[src/rtl/vslc_pkg.sv]
// shared constants, types and carriers of the video serial link control
package vslc_pkg;
  // register byte offsets
  localparam logic [3:0] CTRL_OFS = 4'h0;
  localparam logic [3:0] STAT_OFS = 4'h4;
  // control fields
  localparam int C_PDN   = 0;
  localparam int C_ROUTE = 1;
  localparam int C_HPDW  = 2;
  localparam int C_EMPH  = 3;
  localparam int C_W24   = 4;
  localparam int C_BET   = 5;
  localparam int C_LATCH = 6;
  localparam int CTRL_W  = 7;
  localparam logic [6:0] CTRL_RST = 7'h04; // hot-plug wired, all else off
  // bus responses
  localparam logic [1:0] RESP_OK  = 2'h0;
  localparam logic [1:0] RESP_ERR = 2'h2;
  // lane layout, word bit = lane * 7 + bit, lanes a..e
  localparam int LANE_W = 7;
  localparam int WORD_W = 35;
  localparam int DE_POS = 20; // lane c bit 6
  localparam int D6_POS = 27; // lane d bit 6
  localparam int E_LO   = 28; // lane e bit 0
  localparam logic [34:0] PAYLOAD_MASK = 35'h7fe03f000;
  // test pattern symbols, both disparity neutral
  localparam logic [9:0] SYM_A     = 10'h2aa;
  localparam logic [9:0] SYM_B     = 10'h155;
  localparam logic [9:0] TRAIN_SYM = 10'h0f8;
  localparam logic [15:0] LFSR_SEED = 16'hffff;
  // synchronised inputs: sl_lock, sl_hpd, cdr, shared, lock, hpd
  localparam int SYNC_W = 6;
  localparam logic [5:0] SYNC_RST = 6'h3b;
  typedef enum logic [1:0] {
    VSLC_TX_OFF   = 2'b00,
    VSLC_TX_TRAIN = 2'b01,
    VSLC_TX_VIDEO = 2'b10,
    VSLC_TX_TEST  = 2'b11
  } vslc_tx_e;
  typedef struct packed {
    logic [6:0] e;
    logic [6:0] d;
    logic [6:0] c;
    logic [6:0] b;
    logic [6:0] a;
  } vslc_lanes_s;
endpackage

[src/rtl/vslc_top.sv]
// video serial link control: training, lane mapping, bit-error test
// How it works
// - route select low: receiver drives hot-plug and lock as open-drain
// - receiver releases hot-plug while powered down, else pulls it low
// - transmitter idles while hot-plug high, trains after it falls
// - receiver releases lock while unlocked, pulls it low once the shared lock line is high
// - transmitter trains until lock goes low, then sends video
// - route select high: same handshake carried over the sidelink
// - hot-plug not wired: transmitter takes hot-plug as always low
// - shared lock line joins lock status of all tied receivers
// - lane c bit 6 is data enable, bits 5..4 sync, rest video
// - every lane bit lands on the same lane and bit at receiver
// - 24-bit mode: lane d bit 6 unused, receiver drives it low
// - payload bits carried in blanking except first and last pixel
// - stereo left/right on lane e bit 6, enable on lane d bit 6
// - emphasis select low gives none, high gives full pre-emphasis
// - bit-error test only when entry set on both ends
// - test: pattern generated, encoded, scrambled and sent serially
// - test: checker drives data valid low on any bit error in the low 10 bits (the test symbol)
// - latch select high keeps errors sticky, low is live and clears
// - 24-bit mode disables lane e on both ends; transmitter still drives stereo_left_right_flag from lane e bit 6
// - link power-down low stops lanes and serial link
//
// Implementation choices: the AXI4-Lite register port and the address map.
`timescale 1ns/1ps
module vslc_top #(
  parameter int ADDR_W = 4
) (
  input  wire logic                 aclk,
  input  wire logic                 aresetn,
  input  wire logic [ADDR_W-1:0]    s_awaddr,
  input  wire logic                 s_awvalid,
  output logic                      s_awready,
  input  wire logic [31:0]          s_wdata,
  input  wire logic [3:0]           s_wstrb,
  input  wire logic                 s_wvalid,
  output logic                      s_wready,
  output logic [1:0]                s_bresp,
  output logic                      s_bvalid,
  input  wire logic                 s_bready,
  input  wire logic [ADDR_W-1:0]    s_araddr,
  input  wire logic                 s_arvalid,
  output logic                      s_arready,
  output logic [31:0]               s_rdata,
  output logic [1:0]                s_rresp,
  output logic                      s_rvalid,
  input  wire logic                 s_rready,
  input  wire logic                 tx_hpd_i,
  input  wire logic                 tx_lock_i,
  input  wire logic                 sl_hpd_n,
  input  wire logic                 sl_lock_n,
  input  wire logic                 cdr_locked,
  input  wire logic                 shared_lock_line_i,
  output logic                      shared_lock_line_o,
  output logic                      shared_lock_line_oe,
  output logic                      hot_plug_detect_n_o,
  output logic                      hot_plug_detect_n_oe,
  output logic                      lock_detect_n_o,
  output logic                      lock_detect_n_oe,
  output logic                      sl_hpd_tx_n,
  output logic                      sl_lock_tx_n,
  input  wire vslc_pkg::vslc_lanes_s tx_lanes,
  output logic [34:0]               tx_word,
  output logic                      stereo_left_right_flag,
  output logic                      stereo_enable_flag,
  output logic                      tx_emphasis_full,
  input  wire logic [34:0]          rx_word,
  input  wire logic                 rx_stereo_lr,
  input  wire logic                 rx_stereo_en,
  output vslc_pkg::vslc_lanes_s     rx_lanes,
  output logic                      data_valid_out
);

  logic [6:0]                  ctrl;
  logic [vslc_pkg::SYNC_W-1:0] sync_a;
  logic [vslc_pkg::SYNC_W-1:0] sync_b;
  vslc_pkg::vslc_tx_e          tx_state;
  vslc_pkg::vslc_tx_e          next_tx_state;
  logic                        hpd_low;
  logic                        lock_low;
  logic                        rx_on;
  logic                        rx_bet;
  logic [34:0]                 in_q;
  logic                        de_prev;
  logic [15:0]                 tx_lfsr;
  logic                        tx_sym;
  logic [15:0]                 rx_lfsr;
  logic                        rx_sym;
  logic [1:0]                  rx_go;
  logic                        err_now;
  logic                        err_sticky;
  logic                        aw_full;
  logic                        w_full;
  logic [ADDR_W-1:0]           aw_addr;
  logic [31:0]                 w_data;
  logic [3:0]                  w_strb;

  // register select, shared by read and write decode
  function automatic logic [1:0] reg_sel(input logic [ADDR_W-1:0] a);
    if (a == ADDR_W'(vslc_pkg::CTRL_OFS))
      return 2'h1;
    if (a == ADDR_W'(vslc_pkg::STAT_OFS))
      return 2'h2;
    return 2'h0;
  endfunction

  // scrambler step, same polynomial at both ends
  function automatic logic [15:0] lfsr_step(input logic [15:0] s);
    return {s[14:0], s[15] ^ s[4] ^ s[3] ^ s[2]};
  endfunction

  // pre-encoded test symbol, scrambled by the low lfsr bits
  function automatic logic [9:0] test_sym(input logic       sel,
                                          input logic [15:0] s);
    return (sel ? vslc_pkg::SYM_B : vslc_pkg::SYM_A) ^ s[9:0];
  endfunction

  // two-stage synchroniser for the six status pin inputs
  always_ff @(posedge aclk) begin
    if (!aresetn) begin
      sync_a <= vslc_pkg::SYNC_RST;
      sync_b <= vslc_pkg::SYNC_RST;
    end else begin
      sync_a <= {sl_lock_n, sl_hpd_n, cdr_locked,
                 shared_lock_line_i, tx_lock_i, tx_hpd_i};
      sync_b <= sync_a;
    end
  end

  // transmitter view of hot-plug and lock, by route
  always_comb begin
    if (ctrl[vslc_pkg::C_ROUTE]) begin
      hpd_low  = !sync_b[4];
      lock_low = !sync_b[5];
    end else begin
      hpd_low  = !ctrl[vslc_pkg::C_HPDW] || !sync_b[0];
      lock_low = !sync_b[1];
    end
  end

  assign rx_on  = ctrl[vslc_pkg::C_PDN];
  // both ends share one entry bit here
  assign rx_bet = rx_on && ctrl[vslc_pkg::C_BET];

  // transmitter training sequence
  always_comb begin
    next_tx_state = tx_state;
    if (!ctrl[vslc_pkg::C_PDN] || !hpd_low) begin
      next_tx_state = vslc_pkg::VSLC_TX_OFF;
    end else if (ctrl[vslc_pkg::C_BET]) begin
      next_tx_state = vslc_pkg::VSLC_TX_TEST;
    end else begin
      unique case (tx_state)
        vslc_pkg::VSLC_TX_OFF:   next_tx_state = vslc_pkg::VSLC_TX_TRAIN;
        vslc_pkg::VSLC_TX_TRAIN: if (lock_low) begin
          next_tx_state = vslc_pkg::VSLC_TX_VIDEO;
        end
        vslc_pkg::VSLC_TX_VIDEO: if (!lock_low) begin
          next_tx_state = vslc_pkg::VSLC_TX_TRAIN; // lost lock retrains
        end
        vslc_pkg::VSLC_TX_TEST:  next_tx_state = vslc_pkg::VSLC_TX_TRAIN;
      endcase
    end
  end

  always_ff @(posedge aclk) begin
    if (!aresetn)
      tx_state <= vslc_pkg::VSLC_TX_OFF;
    else
      tx_state <= next_tx_state;
  end

  // input lane stage; one cycle of look-ahead finds the last blank pixel
  always_ff @(posedge aclk) begin
    if (!aresetn) begin
      in_q    <= '0;
      de_prev <= 1'b0;
      stereo_left_right_flag <= 1'b0;
      stereo_enable_flag     <= 1'b0;
    end else begin
      in_q    <= tx_lanes;
      de_prev <= in_q[vslc_pkg::DE_POS];
      stereo_left_right_flag <= tx_lanes.e[6];
      stereo_enable_flag     <= tx_lanes.d[6];
    end
  end

  // transmitter pattern generator, restarted on every test entry
  always_ff @(posedge aclk) begin
    if (!aresetn || tx_state != vslc_pkg::VSLC_TX_TEST) begin
      tx_lfsr <= vslc_pkg::LFSR_SEED;
      tx_sym  <= 1'b0;
    end else begin
      tx_lfsr <= lfsr_step(tx_lfsr);
      tx_sym  <= !tx_sym;
    end
  end

  // serial word: idle, training, test pattern or mapped lanes
  always_ff @(posedge aclk) begin
    logic [34:0] w;
    w = in_q;
    if (!in_q[vslc_pkg::DE_POS] &&
        (de_prev || tx_lanes.c[6]))
      w = w & ~vslc_pkg::PAYLOAD_MASK;
    if (ctrl[vslc_pkg::C_W24]) begin
      w[vslc_pkg::D6_POS] = 1'b0;
      w[34:vslc_pkg::E_LO] = '0;
    end
    if (!aresetn) begin
      tx_word <= '0;
    end else begin
      unique case (tx_state)
        vslc_pkg::VSLC_TX_OFF:   tx_word <= '0;
        vslc_pkg::VSLC_TX_TRAIN: tx_word <= {25'h0, vslc_pkg::TRAIN_SYM};
        vslc_pkg::VSLC_TX_VIDEO: tx_word <= w;
        vslc_pkg::VSLC_TX_TEST:
          tx_word <= {25'h0, test_sym(tx_sym, tx_lfsr)};
      endcase
    end
  end

  // emphasis only acts while the serial output is live
  always_ff @(posedge aclk) begin
    if (!aresetn)
      tx_emphasis_full <= 1'b0;
    else
      tx_emphasis_full <= ctrl[vslc_pkg::C_EMPH] &&
                          next_tx_state != vslc_pkg::VSLC_TX_OFF;
  end

  // receiver status pins; open-drain outputs only ever pull low
  always_ff @(posedge aclk) begin
    if (!aresetn) begin
      shared_lock_line_oe  <= 1'b0;
      hot_plug_detect_n_oe <= 1'b0;
      lock_detect_n_oe     <= 1'b0;
      sl_hpd_tx_n          <= 1'b1;
      sl_lock_tx_n         <= 1'b1;
    end else begin
      // any unlocked receiver holds the shared line low
      shared_lock_line_oe  <= rx_on && !sync_b[3];
      hot_plug_detect_n_oe <= rx_on && !ctrl[vslc_pkg::C_ROUTE];
      lock_detect_n_oe     <= rx_on && !ctrl[vslc_pkg::C_ROUTE] &&
                              sync_b[2];
      sl_hpd_tx_n          <= !(rx_on && ctrl[vslc_pkg::C_ROUTE]);
      sl_lock_tx_n         <= !(rx_on && ctrl[vslc_pkg::C_ROUTE] &&
                                sync_b[2]);
    end
  end

  assign shared_lock_line_o  = 1'b0;
  assign hot_plug_detect_n_o = 1'b0;
  assign lock_detect_n_o     = 1'b0;

  // receiver lane output
  always_ff @(posedge aclk) begin
    if (!aresetn || !rx_on) begin
      rx_lanes <= '0;
    end else begin
      rx_lanes   <= rx_word;
      rx_lanes.d[6] <= !ctrl[vslc_pkg::C_W24] && rx_stereo_en;
      rx_lanes.e <= ctrl[vslc_pkg::C_W24] ? 7'h00 :
                    {rx_stereo_lr, rx_word[33:vslc_pkg::E_LO]};
    end
  end

  // checker waits out the sender's two-cycle pattern start-up
  always_ff @(posedge aclk) begin
    if (!aresetn)
      rx_go <= '0;
    else
      rx_go <= {rx_go[0], rx_bet};
  end

  // receiver checker runs its own generator in step with the sender
  always_ff @(posedge aclk) begin
    if (!aresetn || !rx_bet || !rx_go[1]) begin
      rx_lfsr <= vslc_pkg::LFSR_SEED;
      rx_sym  <= 1'b0;
    end else begin
      rx_lfsr <= lfsr_step(rx_lfsr);
      rx_sym  <= !rx_sym;
    end
  end

  assign err_now = rx_bet && rx_go[1] &&
                   rx_word[9:0] != test_sym(rx_sym, rx_lfsr);

  // sticky error; a new error wins over the clearing level
  always_ff @(posedge aclk) begin
    if (!aresetn)
      err_sticky <= 1'b0;
    else
      err_sticky <= err_now ||
                    (err_sticky && ctrl[vslc_pkg::C_LATCH]);
  end

  // data valid: data enable in normal use, test verdict in test
  always_ff @(posedge aclk) begin
    if (!aresetn)
      data_valid_out <= 1'b0;
    else if (rx_bet)
      data_valid_out <= !err_now &&
        !(ctrl[vslc_pkg::C_LATCH] && err_sticky);
    else
      data_valid_out <= rx_on && rx_word[vslc_pkg::DE_POS];
  end

  // write channel: address and data taken in either order
  always_ff @(posedge aclk) begin
    if (!aresetn) begin
      aw_full <= 1'b0;
      w_full  <= 1'b0;
      aw_addr <= '0;
      w_data  <= '0;
      w_strb  <= '0;
      s_bvalid <= 1'b0;
      s_bresp  <= vslc_pkg::RESP_OK;
      ctrl     <= vslc_pkg::CTRL_RST;
    end else begin
      if (s_awvalid && s_awready) begin
        aw_full <= 1'b1;
        aw_addr <= s_awaddr;
      end
      if (s_wvalid && s_wready) begin
        w_full <= 1'b1;
        w_data <= s_wdata;
        w_strb <= s_wstrb;
      end
      if (aw_full && w_full && !s_bvalid) begin
        s_bvalid <= 1'b1;
        s_bresp  <= reg_sel(aw_addr) == 2'h0 ? vslc_pkg::RESP_ERR :
                                                vslc_pkg::RESP_OK;
        if (reg_sel(aw_addr) == 2'h1 && w_strb[0])
          ctrl <= w_data[vslc_pkg::CTRL_W-1:0];
      end
      if (s_bvalid && s_bready) begin
        s_bvalid <= 1'b0;
        aw_full  <= 1'b0;
        w_full   <= 1'b0;
      end
    end
  end

  // ready stands high while the holding slot is empty
  always_ff @(posedge aclk) begin
    if (!aresetn) begin
      s_awready <= 1'b0;
      s_wready  <= 1'b0;
    end else begin
      s_awready <= !aw_full && !(s_awvalid && s_awready);
      s_wready  <= !w_full && !(s_wvalid && s_wready);
    end
  end

  // read channel; status shows the live link state
  always_ff @(posedge aclk) begin
    if (!aresetn) begin
      s_arready <= 1'b0;
      s_rvalid  <= 1'b0;
      s_rdata   <= '0;
      s_rresp   <= vslc_pkg::RESP_OK;
    end else if (s_arvalid && s_arready) begin
      s_arready <= 1'b0;
      s_rvalid  <= 1'b1;
      s_rresp   <= vslc_pkg::RESP_OK;
      unique case (reg_sel(s_araddr))
        2'h1: s_rdata <= {25'h0, ctrl};
        2'h2: s_rdata <= {25'h0, lock_low, hpd_low, err_sticky,
                          sync_b[3], sync_b[2], tx_state};
        default: begin
          s_rdata <= '0;
          s_rresp <= vslc_pkg::RESP_ERR;
        end
      endcase
    end else if (s_rvalid && s_rready) begin
      s_rvalid  <= 1'b0;
      s_arready <= 1'b1;
    end else if (!s_rvalid) begin
      s_arready <= 1'b1;
    end
  end
endmodule

[config.mk]
export PLATFORM = sky130hd
export DESIGN_NAME = vslc_top
export DESIGN_NICKNAME = d
export VERILOG_FILES = /design/src/rtl/vslc_pkg.sv /design/src/rtl/vslc_top.sv
export SDC_FILE = /design/constraint.sdc
export NUM_CORES = 1
export LEC_CHECK = 0
export BUFFER_PORTS_ARGS = -buffer_cell sky130_fd_sc_hd__buf_2
export CORE_UTILIZATION = 40
export CTS_CLUSTER_SIZE = 25
export DETAILED_ROUTE_END_ITERATION = 16
export PLACE_DENSITY = 0.79
export SYNTH_ARGS = -nofsm -noshare
export SYNTH_HDL_FRONTEND = slang
export SYNTH_SLANG_ARGS = --single-unit
export TNS_END_PERCENT = 10
[constraint.sdc]
create_clock -name aclk -period 2.4 [get_ports aclk]
set_clock_uncertainty 0.2 [all_clocks]
set_input_delay 0.12 -clock aclk [delete_from_list [all_inputs] [get_ports aclk]]
set_output_delay 0.12 -clock aclk [all_outputs]
set_load 0.02 [all_outputs]
**After elaboration in Yosys (flattened, before gate mapping)**

Index checks and enable logic that the tools add are counted.

- Bitwise operators: 9
- Reduce and logical (&&, ||, !) cells: 69
- Multiplexer cells: 46
- Equality and inequality tests: 11

Operators with widths:

| kind | number |
|---|---|
| 35-bit one-hot mux with 4 select lines | 1 |
| 2-bit two-way mux | 18 |
| 35-bit two-way mux | 1 |
| 1-bit zero test | 25 |
| 1-bit logical AND | 24 |
| 1-bit two-way mux | 21 |
| 10-bit two-way mux | 2 |
| 10-bit XOR | 2 |
| 7-bit one-hot mux with 2 select lines | 1 |
| 10-bit inequality test | 1 |
| 2-bit OR reduction | 5 |
| 4-bit by 3-bit == test with 1-bit output, second input constant | 2 |
| 4-bit zero test | 2 |
| 1-bit logical OR | 8 |
| 8-bit two-way mux | 1 |
| 2-bit by 1-bit == test with 1-bit output, second input constant | 3 |
| 2-bit == test, second input constant | 3 |
| 2-bit one-hot mux with 3 select lines | 1 |
| 1-bit XOR | 6 |
| 2-bit zero test | 2 |
| 2-bit nonzero test | 2 |
| 2-bit by 1-bit inequality test with 1-bit output, second input constant | 1 |
| 2-bit inequality test, second input constant | 1 |
| 2-bit AND reduction | 1 |
| 1-bit inverter | 1 |

- Register bits: 228

**Longest topological paths before layout**

Gate-level depths: netlist of run 1.

- Depth in word-level cells: 14
- Mapped depth: 7

**Worst setup path before layout of run 1**

No wires, ideal clock.

- Path type: flip-flop to flip-flop
- Start: register tx_state[1]
- End: register tx_word[27]
- Path buffers: 1
- Slack: 0.328 ns
- Cell stages (with the launch flop): 7
- Arrival time: 1.811 ns
- Clock period less this slack: 2.072 ns
- Cells stage by stage: dfxtp_1 clkbuf_1 inv_1 ha_1 nand2b_1 nor4b_1 and2_1

- Cells in the longest elaborated chain, start to end: 2
- Elaborated cells on any way between the ends: 5
- Classes of those cells: eq/ne: 3; mux: 1; reduce/logical: 1

Ends and longest elaborated chain:

| element | line | text |
|---|---|---|
| start, declared | vslc_top.sv:77 | `vslc_pkg::vslc_tx_e tx_state;` |
| start signal, assigned | vslc_top.sv:168 | `tx_state <= vslc_pkg::VSLC_TX_OFF;` |
| start signal, assigned | vslc_top.sv:170 | `tx_state <= next_tx_state;` |
| 2-bit == test, or another cell as far along | vslc_top.sv:213 | `unique case (tx_state)` |
| 35-bit one-hot mux with 4 select lines (*) | vslc_top.sv:213 |  |
| end signal, assigned | vslc_top.sv:215 | `vslc_pkg::VSLC_TX_TRAIN: tx_word <= {25'h0, vslc_pkg::TRAIN_SYM};` |
| end signal, assigned | vslc_top.sv:216 | `vslc_pkg::VSLC_TX_VIDEO: tx_word <= w;` |
| end signal, assigned | vslc_top.sv:218 | `tx_word <= {25'h0, test_sym(tx_sym, tx_lfsr)};` |
| end, declared | vslc_top.sv:63 | `output logic [34:0] tx_word,` |

Mark *: on every way between the ends. The rest lies on a longest branch, timed or not.
A chain may end at the register's enable or synchronous reset.

**Worst setup path after layout of run 1**

- Start: register s_awready
- End: register aw_addr[2]

- Cells in the longest elaborated chain, start to end: 1

Ends and longest elaborated chain:

| element | line | text |
|---|---|---|
| start, declared | vslc_top.sv:33 | `output logic s_awready,` |
| start signal, assigned | vslc_top.sv:352 | `s_awready <= !aw_full && !(s_awvalid && s_awready);` |
| 1-bit logical AND | vslc_top.sv:322 | `if (s_awvalid && s_awready) begin` |
| end signal, assigned | vslc_top.sv:324 | `aw_addr <= s_awaddr;` |
| end, declared | vslc_top.sv:94 | `logic [ADDR_W-1:0] aw_addr;` |

No other way between the ends.

==> impl_metrics.prom, run 1 <==
# TYPE chip_impl_metric gauge
chip_impl_metric{name="detailroute.via_count",unit=""} 5131
chip_impl_metric{name="die_h",unit="µm"} 129
chip_impl_metric{name="hpwl",unit="µm"} 9780
chip_impl_info{name="worstSetupPathType",value="reg2reg"} 1
chip_impl_metric{name="cp_num_buf_inv",unit=""} 2
chip_impl_metric{name="stdcell_count",unit=""} 1153
chip_impl_metric{name="dieWidth",unit="µm"} 129
chip_impl_info{name="critical_path.cell_chain",value="nand3_1, dlygate4sd3_1, a21oi_1, dlygate4sd3_1"} 1
chip_impl_metric{name="grt_first_pass_wirelength",unit="µm"} 24700
chip_impl_metric{name="areaGrowthSynthToFinish",unit="%"} 44.2
chip_impl_metric{name="drive_gt1_frac",unit=""} 0.284
chip_impl_info{name="critical-path-top-cell-by-count",value="sky130_fd_sc_hd__dlygate4sd3_1"} 1
chip_impl_metric{name="maximum_buffer_depth_of_the_clock_tree",unit=""} 2
chip_impl_metric{name="num-nets-final",unit=""} 1057
chip_impl_metric{name="synthesis.area",unit="mm²"} 0.00646
chip_impl_metric{name="clk_latency",unit="ns"} 0.43
chip_impl_metric{name="netlist.area_leader.share",unit=""} 0.617
chip_impl_metric{name="rrSetupSlack",unit="ns"} 0.29
chip_impl_metric{name="drtAntennaViolNets",unit=""} 0
chip_impl_metric{name="post_drt_wl_per_cell",unit="µm"} 13.7
chip_impl_info{name="ys.flop_type",value="sky130_fd_sc_hd__dfxtp_1"} 1
chip_impl_metric{name="sequential_element_share_of_the_synthesized_area",unit=""} 0.617
chip_impl_metric{name="vias_per_cell",unit=""} 4.45
chip_impl_info{name="reg2reg_to",value="aw_addr[2]$_SDFFE_PN0P_"} 1
chip_impl_metric{name="setup_violations",unit=""} 0
chip_impl_metric{name="final.setup.tns",unit="ns"} 0
chip_impl_metric{name="placed_cell_area",unit="mm²"} 0.00755
chip_impl_info{name="critPathTopFamily",value="buffers and inverters"} 1
chip_impl_metric{name="floorplan.core_area",unit="mm²"} 0.0158
chip_impl_metric{name="worstPathArrival",unit="ns"} 2.28
chip_impl_metric{name="detail_route.first_pass.iterations",unit=""} 4
chip_impl_info{name="synth_top_cell_by_area",value="sky130_fd_sc_hd__dfxtp_1"} 1
chip_impl_metric{name="h-tree-depth",unit=""} 4
chip_impl_metric{name="ioPinCount",unit=""} 252
chip_impl_metric{name="post-route-util",unit=""} 0.589
chip_impl_metric{name="final.period_utilization",unit=""} 0.880
chip_impl_metric{name="worst-r2r-cell-count",unit=""} 4
chip_impl_metric{name="place_inst",unit=""} 1004
chip_impl_metric{name="post-cts-setup-buffers",unit=""} 0
chip_impl_metric{name="report.power.total",unit="mW"} 6.68
chip_impl_metric{name="synth.lib_cells_used.distinct",unit=""} 35
chip_impl_metric{name="insertedDiodeCount",unit=""} 0
chip_impl_metric{name="period_needed",unit="ns"} 2.11
chip_impl_info{name="hold_class",value="in2reg"} 1
chip_impl_metric{name="power_density",unit="mW/mm²"} 717
chip_impl_metric{name="vdd.ir_drop.worst",unit="V"} 0.000487
chip_impl_metric{name="floorplan.rows",unit=""} 46
chip_impl_info{name="critical-path-slowest-cell",value="sky130_fd_sc_hd__dlygate4sd3_1"} 1
chip_impl_metric{name="ys.warnings.count",unit=""} 0
chip_impl_metric{name="place.gp.congestion",unit=""} 0.767
chip_impl_info{name="ctsRootBufferMaster",value="sky130_fd_sc_hd__clkbuf_16"} 1
chip_impl_metric{name="slew_viol_final",unit=""} 0
chip_impl_metric{name="antenna_violations_before_repair",unit=""} 0
chip_impl_metric{name="clock.fmax",unit="GHz"} 0.473
chip_impl_metric{name="detail_route.drc_violations",unit=""} 0
chip_impl_info{name="post_synth_main_area_contributors",value="sky130_fd_sc_hd__dfxtp_1, sky130_fd_sc_hd__and2_1, sky130_fd_sc_hd__and3_1"} 1
chip_impl_metric{name="cp_data_required_time",unit="ns"} 2.57
chip_impl_metric{name="post_syn_area_per_cell",unit="µm²"} 10.5
chip_impl_metric{name="max_slew.worst_pin.slew",unit="ns"} 0.593
chip_impl_info{name="most_numerous_cell_types_in_the_synthesized_netlist",value="sky130_fd_sc_hd__dfxtp_1, sky130_fd_sc_hd__and2_1, sky130_fd_sc_hd__nand2_1, sky130_fd_sc_hd__and3_1, sky130_fd_sc_hd__a21oi_1"} 1
chip_impl_metric{name="floorplan.initialDensity",unit=""} 0.408
chip_impl_metric{name="portBuffers",unit=""} 191
chip_impl_metric{name="critical_path.max_fanout",unit=""} 7
chip_impl_metric{name="hold_viol",unit=""} 0
chip_impl_metric{name="finish.instance_area",unit="mm²"} 0.00932
chip_impl_info{name="cp-start-kind",value="flip-flop"} 1
chip_impl_info{name="cp-end-kind",value="flip-flop"} 1
chip_impl_metric{name="drt-initial-drc-count",unit=""} 177
chip_impl_metric{name="maximum_number_of_pins_on_one_net_before_global_route_repair",unit=""} 57
chip_impl_metric{name="number_of_sinks_handled_by_clock_tree_synthesis",unit=""} 199
chip_impl_info{name="setup_repair_after_global_routing_missed_its_margin",value="false"} 1
chip_impl_info{name="tritoncts_clock_tree",value="built"} 1
chip_impl_info{name="dominant_cell_by_count_in_the_synthesized_netlist",value="sky130_fd_sc_hd__dfxtp_1"} 1
chip_impl_metric{name="max_cap_viol_count",unit=""} 0
chip_impl_info{name="worstSetupStartpoint",value="s_awready$_SDFF_PN0_"} 1
chip_impl_metric{name="cellLeakagePower",unit="nW"} 4.33
chip_impl_info{name="min_to",value="s_rdata[0]$_SDFFE_PN0P_"} 1
chip_impl_metric{name="gr-usage-all-layers",unit=""} 0.195
chip_impl_metric{name="postSynthCellCount",unit=""} 615
chip_impl_info{name="timing.hold.worst.start",value="s_araddr[3]"} 1
chip_impl_metric{name="cts.reportedPaths.clkPinSlew",unit="ns"} 0.08
chip_impl_metric{name="number_of_flip_flops_and_latches_in_the_synthesized_netlist",unit=""} 199
chip_impl_info{name="origin_of_the_critical_flop_to_flop_path",value="s_awready$_SDFF_PN0_"} 1
chip_impl_metric{name="synth_edf_count",unit=""} 0
chip_impl_metric{name="headroom_to_the_max_slew_limit",unit=""} 0.604
chip_impl_metric{name="dieArea",unit="mm²"} 0.0167
chip_impl_metric{name="grt.overflow.total",unit=""} 0
chip_impl_metric{name="postSynth.asyncResetShare",unit=""} 0
chip_impl_info{name="status",value="complete, no violations"} 1
chip_impl_metric{name="max_stage_delay",unit="ns"} 0.57
chip_impl_metric{name="drt_wl_total",unit="µm"} 15800
chip_impl_metric{name="total_cts_buffers",unit=""} 17
chip_impl_metric{name="grt_pass1_vias",unit=""} 5009
chip_impl_metric{name="timing.hold.worst_path_depth",unit=""} 4
placed cells by master (no fill, tap or decap), types with 15 or more instances in the layout:
master	instances
sky130_fd_sc_hd__conb_1	30
sky130_fd_sc_hd__mux2i_1	16
sky130_fd_sc_hd__dfxtp_1	199
sky130_fd_sc_hd__or2_2	30
sky130_fd_sc_hd__nor2_1	32
sky130_fd_sc_hd__dlygate4sd3_1	117
sky130_fd_sc_hd__and3_1	37
sky130_fd_sc_hd__buf_2	191
sky130_fd_sc_hd__clkbuf_16	17
sky130_fd_sc_hd__nand3_1	15
sky130_fd_sc_hd__nand2_1	43
sky130_fd_sc_hd__and2_1	65
sky130_fd_sc_hd__a21oi_1	35
timing repair:
item	in CTS	in global routing
hold buffers	117	0
gates resized for setup	0	0
endpoints found under the hold margin	121	0
power by group:
| group | internal, mW | switching, mW | total (mW) |
|---|---|---|---|
| clock network | 1.50 | 1.37 | 2.87 |
| logic | 0.238 | 0.192 | 0.430 |
| registers | 3.36 | 0.0263 | 3.39 |
| total | 5.10 | 1.59 | 6.68 |
state kept, by name, indices dropped and copies added (netlist names), 2 cells and up:
name	flops
aw_addr	4
tx_word	35
w_data	7
in_q	34
sync_a	6
rx_lfsr	16
sync_b	6
ctrl	7
s_rdata	7
tx_state	2
rx_go	2
tx_lfsr	16
rx_lanes	35
logic make-up after synthesis:
logic type      after synthesis  synth area share
buf+inv                      65            0.0556
xor+xnor                     26            0.0352
mux                          17            0.0265
compound gates               59            0.0531
fa+ha+maj                     4           0.00775
other cells                   1          0.000580
flops                       199             0.617
simple gates                244             0.205
worst reg2reg max path, stage by stage, from the launching register on:
cell	delay, ns
sky130_fd_sc_hd__dfxtp_1	0.46
sky130_fd_sc_hd__nand3_1	0.14
sky130_fd_sc_hd__dlygate4sd3_1	0.57
sky130_fd_sc_hd__a21oi_1	0.13
sky130_fd_sc_hd__dlygate4sd3_1	0.56
stage by stage:
stage	worst slack (ns)	hold slack, ns
2_1_floorplan	0.328	0.0215
3_3_place_gp	0.488	0.104
3_5_place_dp	0.461	0.108
4_1_cts	0.368	0.0371
5_1_grt	0.213	0.0602
6_report	0.287	0.0425
how the worst max path moves through the flow:
stage | to | cells past startpoint
floorplan | tx_word[27]$_SDFF_PN0_ | 6
global placement | tx_word[13]$_SDFF_PN0_ | 6
global route | aw_addr[2]$_SDFFE_PN0P_ | 4
CTS | s_rresp[1]$_SDFFE_PN0P_ | 7
finish | aw_addr[2]$_SDFFE_PN0P_ | 4
detailed placement | tx_word[15]$_SDFF_PN0_ | 6
cell type report:
cell class,instances,area (µm²)
Inverter,7,26.3
Sequential cell,199,3980
Multi-Input combinational cell,380,2230
Fill cell,1268,6510
Tap cell,216,270
Clock inverter,15,178
Timing Repair Buffer,319,2210
Clock buffer,17,425
metal layers:
layer | vias up | GRT usage | wire length (µm)
met5 | - | 0 | 0
met2 | 185 | 0.342 | 7850
met1 | 2368 | 0.221 | 6620
met4 | 0 | 0.0810 | 363
li1 | 2552 | - | -
met3 | 26 | 0.0566 | 923
(Power assumes the default switching activity.)
==> run 2, diff against run 1 <==
CTS_BUF_LIST = sky130_fd_sc_hd__clkbuf_4   (was default)
==> run 2 against run 1 <==
Sequential share of layout area fell by 2.5 points. Global-route usage is 2.2 points higher. Clock power down 36%. Setup slack worse by 0.19 ns. Final cell count is 8.0% higher. Critical path depth increased by 3. Via count grew 7.7%.
==> impl_metrics.prom, run 2 (synthesis results as in run 1) <==
# TYPE chip_impl_metric gauge
chip_impl_info{name="status",value="complete, no violations"} 1
chip_impl_metric{name="finish.instance_area",unit="mm²"} 0.00991
chip_impl_metric{name="period_needed",unit="ns"} 2.31
chip_impl_metric{name="headroom_to_the_max_slew_limit",unit=""} 0.623
chip_impl_info{name="layout_commonest_cell",value="sky130_fd_sc_hd__dlygate4sd3_1"} 1
chip_impl_metric{name="final.setup.tns",unit="ns"} 0
chip_impl_metric{name="critical_path.max_fanout",unit=""} 7
chip_impl_metric{name="detailroute.via_count",unit=""} 5526
chip_impl_info{name="tritoncts_clock_tree",value="built"} 1
chip_impl_info{name="reg2reg_to",value="w_data[6]$_SDFFE_PN0P_"} 1
chip_impl_metric{name="worstPathArrival",unit="ns"} 2.66
chip_impl_info{name="hold_class",value="in2reg"} 1
chip_impl_metric{name="clock.fmax",unit="GHz"} 0.433
chip_impl_metric{name="post-cts-setup-buffers",unit=""} 0
chip_impl_metric{name="maximum_number_of_pins_on_one_net_before_global_route_repair",unit=""} 57
chip_impl_metric{name="gr-usage-all-layers",unit=""} 0.217
chip_impl_info{name="cp-start-kind",value="primary input"} 1
chip_impl_metric{name="max_stage_delay",unit="ns"} 0.59
chip_impl_metric{name="detail_route.first_pass.iterations",unit=""} 4
chip_impl_metric{name="num-nets-final",unit=""} 1144
chip_impl_metric{name="drt-initial-drc-count",unit=""} 236
chip_impl_metric{name="max_slew.worst_pin.slew",unit="ns"} 0.565
chip_impl_metric{name="postLayoutSetupSlackWorst",unit="ns"} 0.0921
chip_impl_info{name="origin_of_the_critical_flop_to_flop_path",value="s_wready$_SDFF_PN0_"} 1
chip_impl_metric{name="h-tree-depth",unit=""} 4
chip_impl_info{name="cp-end-kind",value="flip-flop"} 1
chip_impl_info{name="worstSetupPathType",value="in2reg"} 1
chip_impl_metric{name="place.gp.congestion",unit=""} 0.767
chip_impl_metric{name="portBuffers",unit=""} 191
chip_impl_metric{name="worst-r2r-cell-count",unit=""} 5
chip_impl_info{name="critical-path-top-cell-by-count",value="sky130_fd_sc_hd__dlygate4sd3_1"} 1
chip_impl_metric{name="dieArea",unit="mm²"} 0.0167
chip_impl_metric{name="vdd.ir_drop.worst",unit="V"} 0.000259
chip_impl_metric{name="detail_route.drc_violations",unit=""} 0
chip_impl_metric{name="total_cts_buffers",unit=""} 17
chip_impl_metric{name="maximum_buffer_depth_of_the_clock_tree",unit=""} 2
chip_impl_metric{name="placed_cell_area",unit="mm²"} 0.00755
chip_impl_metric{name="number_of_sinks_handled_by_clock_tree_synthesis",unit=""} 199
chip_impl_info{name="worst_setup_path_endpoint",value="s_rdata[0]$_SDFFE_PN0P_"} 1
chip_impl_metric{name="cp_data_required_time",unit="ns"} 2.75
chip_impl_info{name="reg_top3",value="rx_lanes x35, tx_word x35, in_q x34"} 1
chip_impl_info{name="critical-path-slowest-cell",value="sky130_fd_sc_hd__dlygate4sd3_1"} 1
chip_impl_metric{name="areaGrowthSynthToFinish",unit="%"} 53.3
chip_impl_metric{name="power_density",unit="mW/mm²"} 577
chip_impl_metric{name="max_cap_viol_count",unit=""} 0
chip_impl_metric{name="floorplan.rows",unit=""} 46
chip_impl_metric{name="cellLeakagePower",unit="nW"} 4.70
chip_impl_metric{name="placement.setup.worst_slack",unit="ns"} 0.461
chip_impl_metric{name="floorplan.core_area",unit="mm²"} 0.0158
chip_impl_metric{name="die_h",unit="µm"} 129
chip_impl_metric{name="final.period_utilization",unit=""} 0.962
chip_impl_metric{name="ioPinCount",unit=""} 252
chip_impl_metric{name="hold_viol",unit=""} 0
chip_impl_metric{name="slew_viol_final",unit=""} 0
chip_impl_metric{name="drt_wl_total",unit="µm"} 17600
chip_impl_metric{name="dieWidth",unit="µm"} 129
chip_impl_metric{name="hpwl",unit="µm"} 9780
chip_impl_metric{name="rrSetupSlack",unit="ns"} 0.14
chip_impl_info{name="critical_path.cell_chain",value="dlygate4sd3_1, buf_2, nor3_1, dlygate4sd3_1, nand4_1, o21ai_0, dlygate4sd3_1"} 1
chip_impl_metric{name="post_drt_wl_per_cell",unit="µm"} 14.2
chip_impl_metric{name="grt_pass1_vias",unit=""} 5542
chip_impl_metric{name="floorplan.initialDensity",unit=""} 0.408
chip_impl_info{name="setup_repair_after_global_routing_missed_its_margin",value="false"} 1
chip_impl_metric{name="grt_first_pass_wirelength",unit="µm"} 27200
chip_impl_info{name="ctsRootBufferMaster",value="sky130_fd_sc_hd__clkbuf_4"} 1
chip_impl_metric{name="cts.reportedPaths.clkPinSlew",unit="ns"} 0.17
chip_impl_info{name="highest_count_cells_in_the_layout_ignoring_fill_and_taps",value="sky130_fd_sc_hd__dlygate4sd3_1, sky130_fd_sc_hd__dfxtp_1, sky130_fd_sc_hd__buf_2"} 1
chip_impl_metric{name="drtAntennaViolNets",unit=""} 0
chip_impl_metric{name="vias_per_cell",unit=""} 4.44
chip_impl_metric{name="antenna_violations_before_repair",unit=""} 2
chip_impl_metric{name="clk_latency",unit="ns"} 0.59
chip_impl_metric{name="grt.overflow.total",unit=""} 0
chip_impl_metric{name="worst_hold_slack",unit="ns"} 0.161
chip_impl_metric{name="setup_violations",unit=""} 0
chip_impl_metric{name="drive_gt1_frac",unit=""} 0.261
chip_impl_info{name="worstSetupStartpoint",value="s_araddr[3]"} 1
## run 2: worst min path at each step
stage,from,to,slack [ns],cells after the start
after floorplan,tx_hpd_i,sync_a[0]$_SDFF_PN1_,0.02,1
after global placement,tx_lock_i,sync_a[1]$_SDFF_PN1_,0.10,2
after detailed placement,sl_lock_n,sync_a[5]$_SDFF_PN1_,0.11,2
after CTS,s_rready,s_rvalid$_SDFFE_PN0P_,0.09,4
after global routing,rx_word[11],rx_lanes[11]$_SDFF_PP0_,0.10,3
final,rx_word[11],rx_lanes[11]$_SDFF_PP0_,0.16,3
## run 2: repair_timing
item | 4_1_cts | 5_1_grt
setup endpoints to repair | 0 | 8
hold buffers | 204 | 0
gates resized for setup | 0 | 1
hold endpoints to repair | 153 | 0
## run 2: cell type report
class                      count  area [µm²]
fill                        1195        5920
sequential                   199        3980
timing repair buffer         406        3080
multi-input combinational    380        2230
tap                          216         270
clock inverter                15         178
clock buffer                  17         128
inverter                       7        26.3
antenna                        5        12.5
## run 2: where the power goes
group | total, mW | internal (mW) | leakage [nW] | switching (mW)
Clock | 1.83 | 0.579 | 0.159 | 1.25
Sequential | 3.39 | 3.37 | 1.62 | 0.0268
Combinational | 0.501 | 0.292 | 2.92 | 0.209
Total | 5.72 | 4.24 | 4.70 | 1.48
## run 2: layer usage
metal	wire length, µm	global-route usage
met4	850	0.138
met2	8610	0.372
met5	0	0
met1	7180	0.232
met3	1010	0.0665
## run 2: through the flow
stage	util	power, mW	std cells
4_1_cts	0.625	5.74	1240
3_5_place_dp	0.477	3.74	1004
5_1_grt	0.625	5.97	1242
2_1_floorplan	-	3.65	644
3_3_place_gp	0.477	3.73	1004
6_report	0.626	5.72	1245
## run 2: critical path, delay by kind of cell
| family | cells | cell delay [ns] |
|---|---|---|
| buffers and inverters | 4 | 1.80 |
| AND/OR/NAND/NOR | 2 | 0.49 |
| AO/OA/AOI/OAI | 1 | 0.25 |
==> run 3, diff against run 2 <==
BUFFER_PORTS_ARGS = default   (was -buffer_cell sky130_fd_sc_hd__buf_2)
CAP_MARGIN = 5   (was default)
DONT_BUFFER_PORTS = 1   (was default)
PLACE_DENSITY = 0.65   (was 0.79)
==> run 3 against run 2 <==
Non-clock buffer count fell by 234. Maximum frequency rose by 1.4%. Via count fell by 17%. Cell area fell by 14%. Core utilization fell by 8.7 points. Sequential power barely moved. Sequential share of layout area rose by 6.5 points. Setup slack improved by 0.033 ns.
==> impl_metrics.prom, run 3 (synthesis results as in run 1) <==
# TYPE chip_impl_metric gauge
chip_impl_metric{name="grt_pass1_vias",unit=""} 4578
chip_impl_info{name="timing.hold.worst.start",value="s_awaddr[1]"} 1
chip_impl_metric{name="number_of_sinks_handled_by_clock_tree_synthesis",unit=""} 199
chip_impl_metric{name="headroom_to_the_max_slew_limit",unit=""} 0.487
chip_impl_metric{name="detailroute.via_count",unit=""} 4583
chip_impl_metric{name="cellLeakagePower",unit="nW"} 3.54
chip_impl_metric{name="vias_per_cell",unit=""} 4.55
chip_impl_metric{name="worstPathArrival",unit="ns"} 2.59
chip_impl_metric{name="hold_viol",unit=""} 0
chip_impl_metric{name="vdd.ir_drop.worst",unit="V"} 0.000325
chip_impl_info{name="cp-end-kind",value="flip-flop"} 1
chip_impl_metric{name="setup_violations",unit=""} 0
chip_impl_metric{name="antenna_violations_before_repair",unit=""} 2
chip_impl_metric{name="grt_first_pass_wirelength",unit="µm"} 23000
chip_impl_metric{name="period_needed",unit="ns"} 2.28
chip_impl_metric{name="place_inst",unit=""} 807
chip_impl_metric{name="power_density",unit="mW/mm²"} 650
chip_impl_info{name="status",value="complete, no violations"} 1
chip_impl_metric{name="post_cts_resized",unit=""} 0
chip_impl_metric{name="n_fill_cell",unit=""} 1339
chip_impl_info{name="tritoncts_clock_tree",value="built"} 1
chip_impl_metric{name="rrSetupSlack",unit="ns"} 0.24
chip_impl_metric{name="grt.overflow.total",unit=""} 0
chip_impl_metric{name="gr-usage-all-layers",unit=""} 0.183
chip_impl_info{name="highest_count_cells_in_the_layout_ignoring_fill_and_taps",value="sky130_fd_sc_hd__dfxtp_1, sky130_fd_sc_hd__dlygate4sd3_1, sky130_fd_sc_hd__and2_1"} 1
chip_impl_metric{name="post_drt_wl_per_cell",unit="µm"} 15.0
chip_impl_metric{name="final.setup.tns",unit="ns"} 0
chip_impl_metric{name="h-tree-depth",unit=""} 4
chip_impl_info{name="cp-start-kind",value="primary input"} 1
chip_impl_info{name="critical-path-top-cell-by-count",value="sky130_fd_sc_hd__dlygate4sd3_1"} 1
chip_impl_metric{name="floorplan.initialDensity",unit=""} 0.408
chip_impl_info{name="reg_top3",value="rx_lanes x35, tx_word x35, in_q x34"} 1
chip_impl_info{name="critical-path-slowest-cell",value="sky130_fd_sc_hd__dlygate4sd3_1"} 1
chip_impl_info{name="layout_commonest_cell",value="sky130_fd_sc_hd__dfxtp_1"} 1
chip_impl_info{name="hold_class",value="in2reg"} 1
chip_impl_metric{name="areaGrowthSynthToFinish",unit="%"} 32.0
chip_impl_info{name="origin_of_the_critical_flop_to_flop_path",value="tx_state[1]$_SDFF_PN0_"} 1
chip_impl_metric{name="area_of_the_multi_input_gates",unit="mm²"} 0.00223
chip_impl_metric{name="timing.hold.worst_path_depth",unit=""} 3
chip_impl_metric{name="hpwl",unit="µm"} 9250
chip_impl_metric{name="drt-initial-drc-count",unit=""} 177
chip_impl_metric{name="dieWidth",unit="µm"} 129
chip_impl_metric{name="floorplan.core_area",unit="mm²"} 0.0158
chip_impl_info{name="ctsRootBufferMaster",value="sky130_fd_sc_hd__clkbuf_4"} 1
chip_impl_info{name="min_to",value="aw_addr[1]$_SDFFE_PN0P_"} 1
chip_impl_metric{name="dieArea",unit="mm²"} 0.0167
chip_impl_info{name="setup_repair_after_global_routing_missed_its_margin",value="false"} 1
chip_impl_metric{name="drive_gt1_frac",unit=""} 0.0873
chip_impl_metric{name="cts.reportedPaths.clkPinSlew",unit="ns"} 0.16
chip_impl_metric{name="drt_wl_total",unit="µm"} 15100
chip_impl_info{name="critPathTopFamily",value="buffers and inverters"} 1
chip_impl_metric{name="total_cts_buffers",unit=""} 17
chip_impl_metric{name="clk_latency",unit="ns"} 0.55
chip_impl_metric{name="detail_route.first_pass.iterations",unit=""} 6
chip_impl_metric{name="final.period_utilization",unit=""} 0.948
chip_impl_metric{name="ioPinCount",unit=""} 252
chip_impl_metric{name="maximum_number_of_pins_on_one_net_before_global_route_repair",unit=""} 99
chip_impl_metric{name="cp_data_required_time",unit="ns"} 2.71
chip_impl_metric{name="maximum_buffer_depth_of_the_clock_tree",unit=""} 2
chip_impl_metric{name="stdcell_count",unit=""} 1008
chip_impl_metric{name="portBuffers",unit=""} 0
chip_impl_info{name="reg2reg_to",value="tx_word[33]$_SDFF_PN0_"} 1
chip_impl_metric{name="ctsHoldBuffers",unit=""} 162
chip_impl_metric{name="critical_path.max_fanout",unit=""} 7
chip_impl_info{name="worstSetupPathType",value="in2reg"} 1
chip_impl_metric{name="max_slew.worst_pin.slew",unit="ns"} 0.770
chip_impl_metric{name="clock.fmax",unit="GHz"} 0.439
chip_impl_metric{name="floorplan.rows",unit=""} 46
chip_impl_metric{name="layout.area.seq",unit="mm²"} 0.00398
chip_impl_metric{name="post-cts-setup-buffers",unit=""} 0
chip_impl_metric{name="worst-r2r-cell-count",unit=""} 6
chip_impl_metric{name="cp_num_buf_inv",unit=""} 3
chip_impl_metric{name="drtAntennaViolNets",unit=""} 0
chip_impl_metric{name="num-nets-final",unit=""} 910
chip_impl_metric{name="detail_route.drc_violations",unit=""} 0
chip_impl_metric{name="max_cap_viol_count",unit=""} 0
chip_impl_metric{name="die_h",unit="µm"} 129
chip_impl_info{name="critical_path.cell_chain",value="dlygate4sd3_1, nor3_1, dlygate4sd3_1, nand4_1, o21ai_0, dlygate4sd3_1"} 1
chip_impl_metric{name="place.gp.congestion",unit=""} 0.758
chip_impl_metric{name="slew_viol_final",unit=""} 0
chip_impl_metric{name="max_stage_delay",unit="ns"} 0.59
-- run 3: cell count changes in the layout (fill, tap and decap cells not counted) --
cell / change
sky130_fd_sc_hd__clkinv_1: +1
sky130_fd_sc_hd__diode_2: -3
sky130_fd_sc_hd__buf_16: +1
sky130_fd_sc_hd__clkinv_2: +1
sky130_fd_sc_hd__buf_4: -6
sky130_fd_sc_hd__dlygate4sd3_1: -38
sky130_fd_sc_hd__and2_2: -1
sky130_fd_sc_hd__inv_6: -1
sky130_fd_sc_hd__buf_2: -191
sky130_fd_sc_hd__clkinv_8: -1
sky130_fd_sc_hd__and2_1: +1
-- run 3: area by class of cell --
class,instances,share of cell area
Clock inverter,15,0.0189
Sequential cell,199,0.467
Tap cell,216,0.0317
Antenna cell,2,0.000587
Inverter,7,0.00308
Timing Repair Buffer,172,0.202
Multi-Input combinational cell,380,0.261
Clock buffer,17,0.0150
-- run 3: report_power, final --
group	switching (mW)	internal, mW	leakage, nW
Combinational	0.164	0.216	1.77
Sequential	0.0404	3.37	1.62
Clock	1.19	0.562	0.153
-- run 3: how the worst max path moves through the flow --
stage                                 startpoint                      end  slack, ns  cells after the start
after floorplan           tx_state[1]$_SDFF_PN0_   tx_word[27]$_SDFF_PN0_       0.33                      6
after global placement    tx_state[1]$_SDFF_PN0_   tx_word[32]$_SDFF_PN0_       0.45                      6
after detailed placement  tx_state[1]$_SDFF_PN0_   tx_word[28]$_SDFF_PN0_       0.30                      6
after CTS                                aresetn  s_rdata[2]$_SDFFE_PN0P_       0.19                      7
after global routing                     aresetn  s_rdata[2]$_SDFFE_PN0P_       0.02                      7
final                                s_araddr[3]  s_rdata[2]$_SDFFE_PN0P_       0.12                      6
-- run 3: layer usage --
metal	GRT usage	up-vias	wire, µm
met5	0	-	0
met4	0.0782	0	330
met3	0.0586	22	1010
met2	0.327	161	7530
met1	0.200	2132	6240
li1	-	2268	-
-- run 3: worst register-to-register path: cells and delay by family (launching register included) --
family	cells	cell delay (ns)
simple gates	3	0.76
buf+inv	2	0.34
flops	1	0.59
fa+ha+maj	1	0.22
-- run 3: through the flow --
step	area, µm²	power [mW]	hold slack, ns	utilization	setup WS, ns
2_1_floorplan	6570	3.65	0.0215	-	0.328
3_3_place_gp	6550	3.62	-0.00679	0.414	0.450
3_5_place_dp	6550	3.62	-0.00164	0.414	0.298
4_1_cts	8470	5.58	0.000169	0.535	0.185
5_1_grt	8530	5.79	0.000849	0.539	0.0166
6_report	8530	5.54	0.0582	0.539	0.125
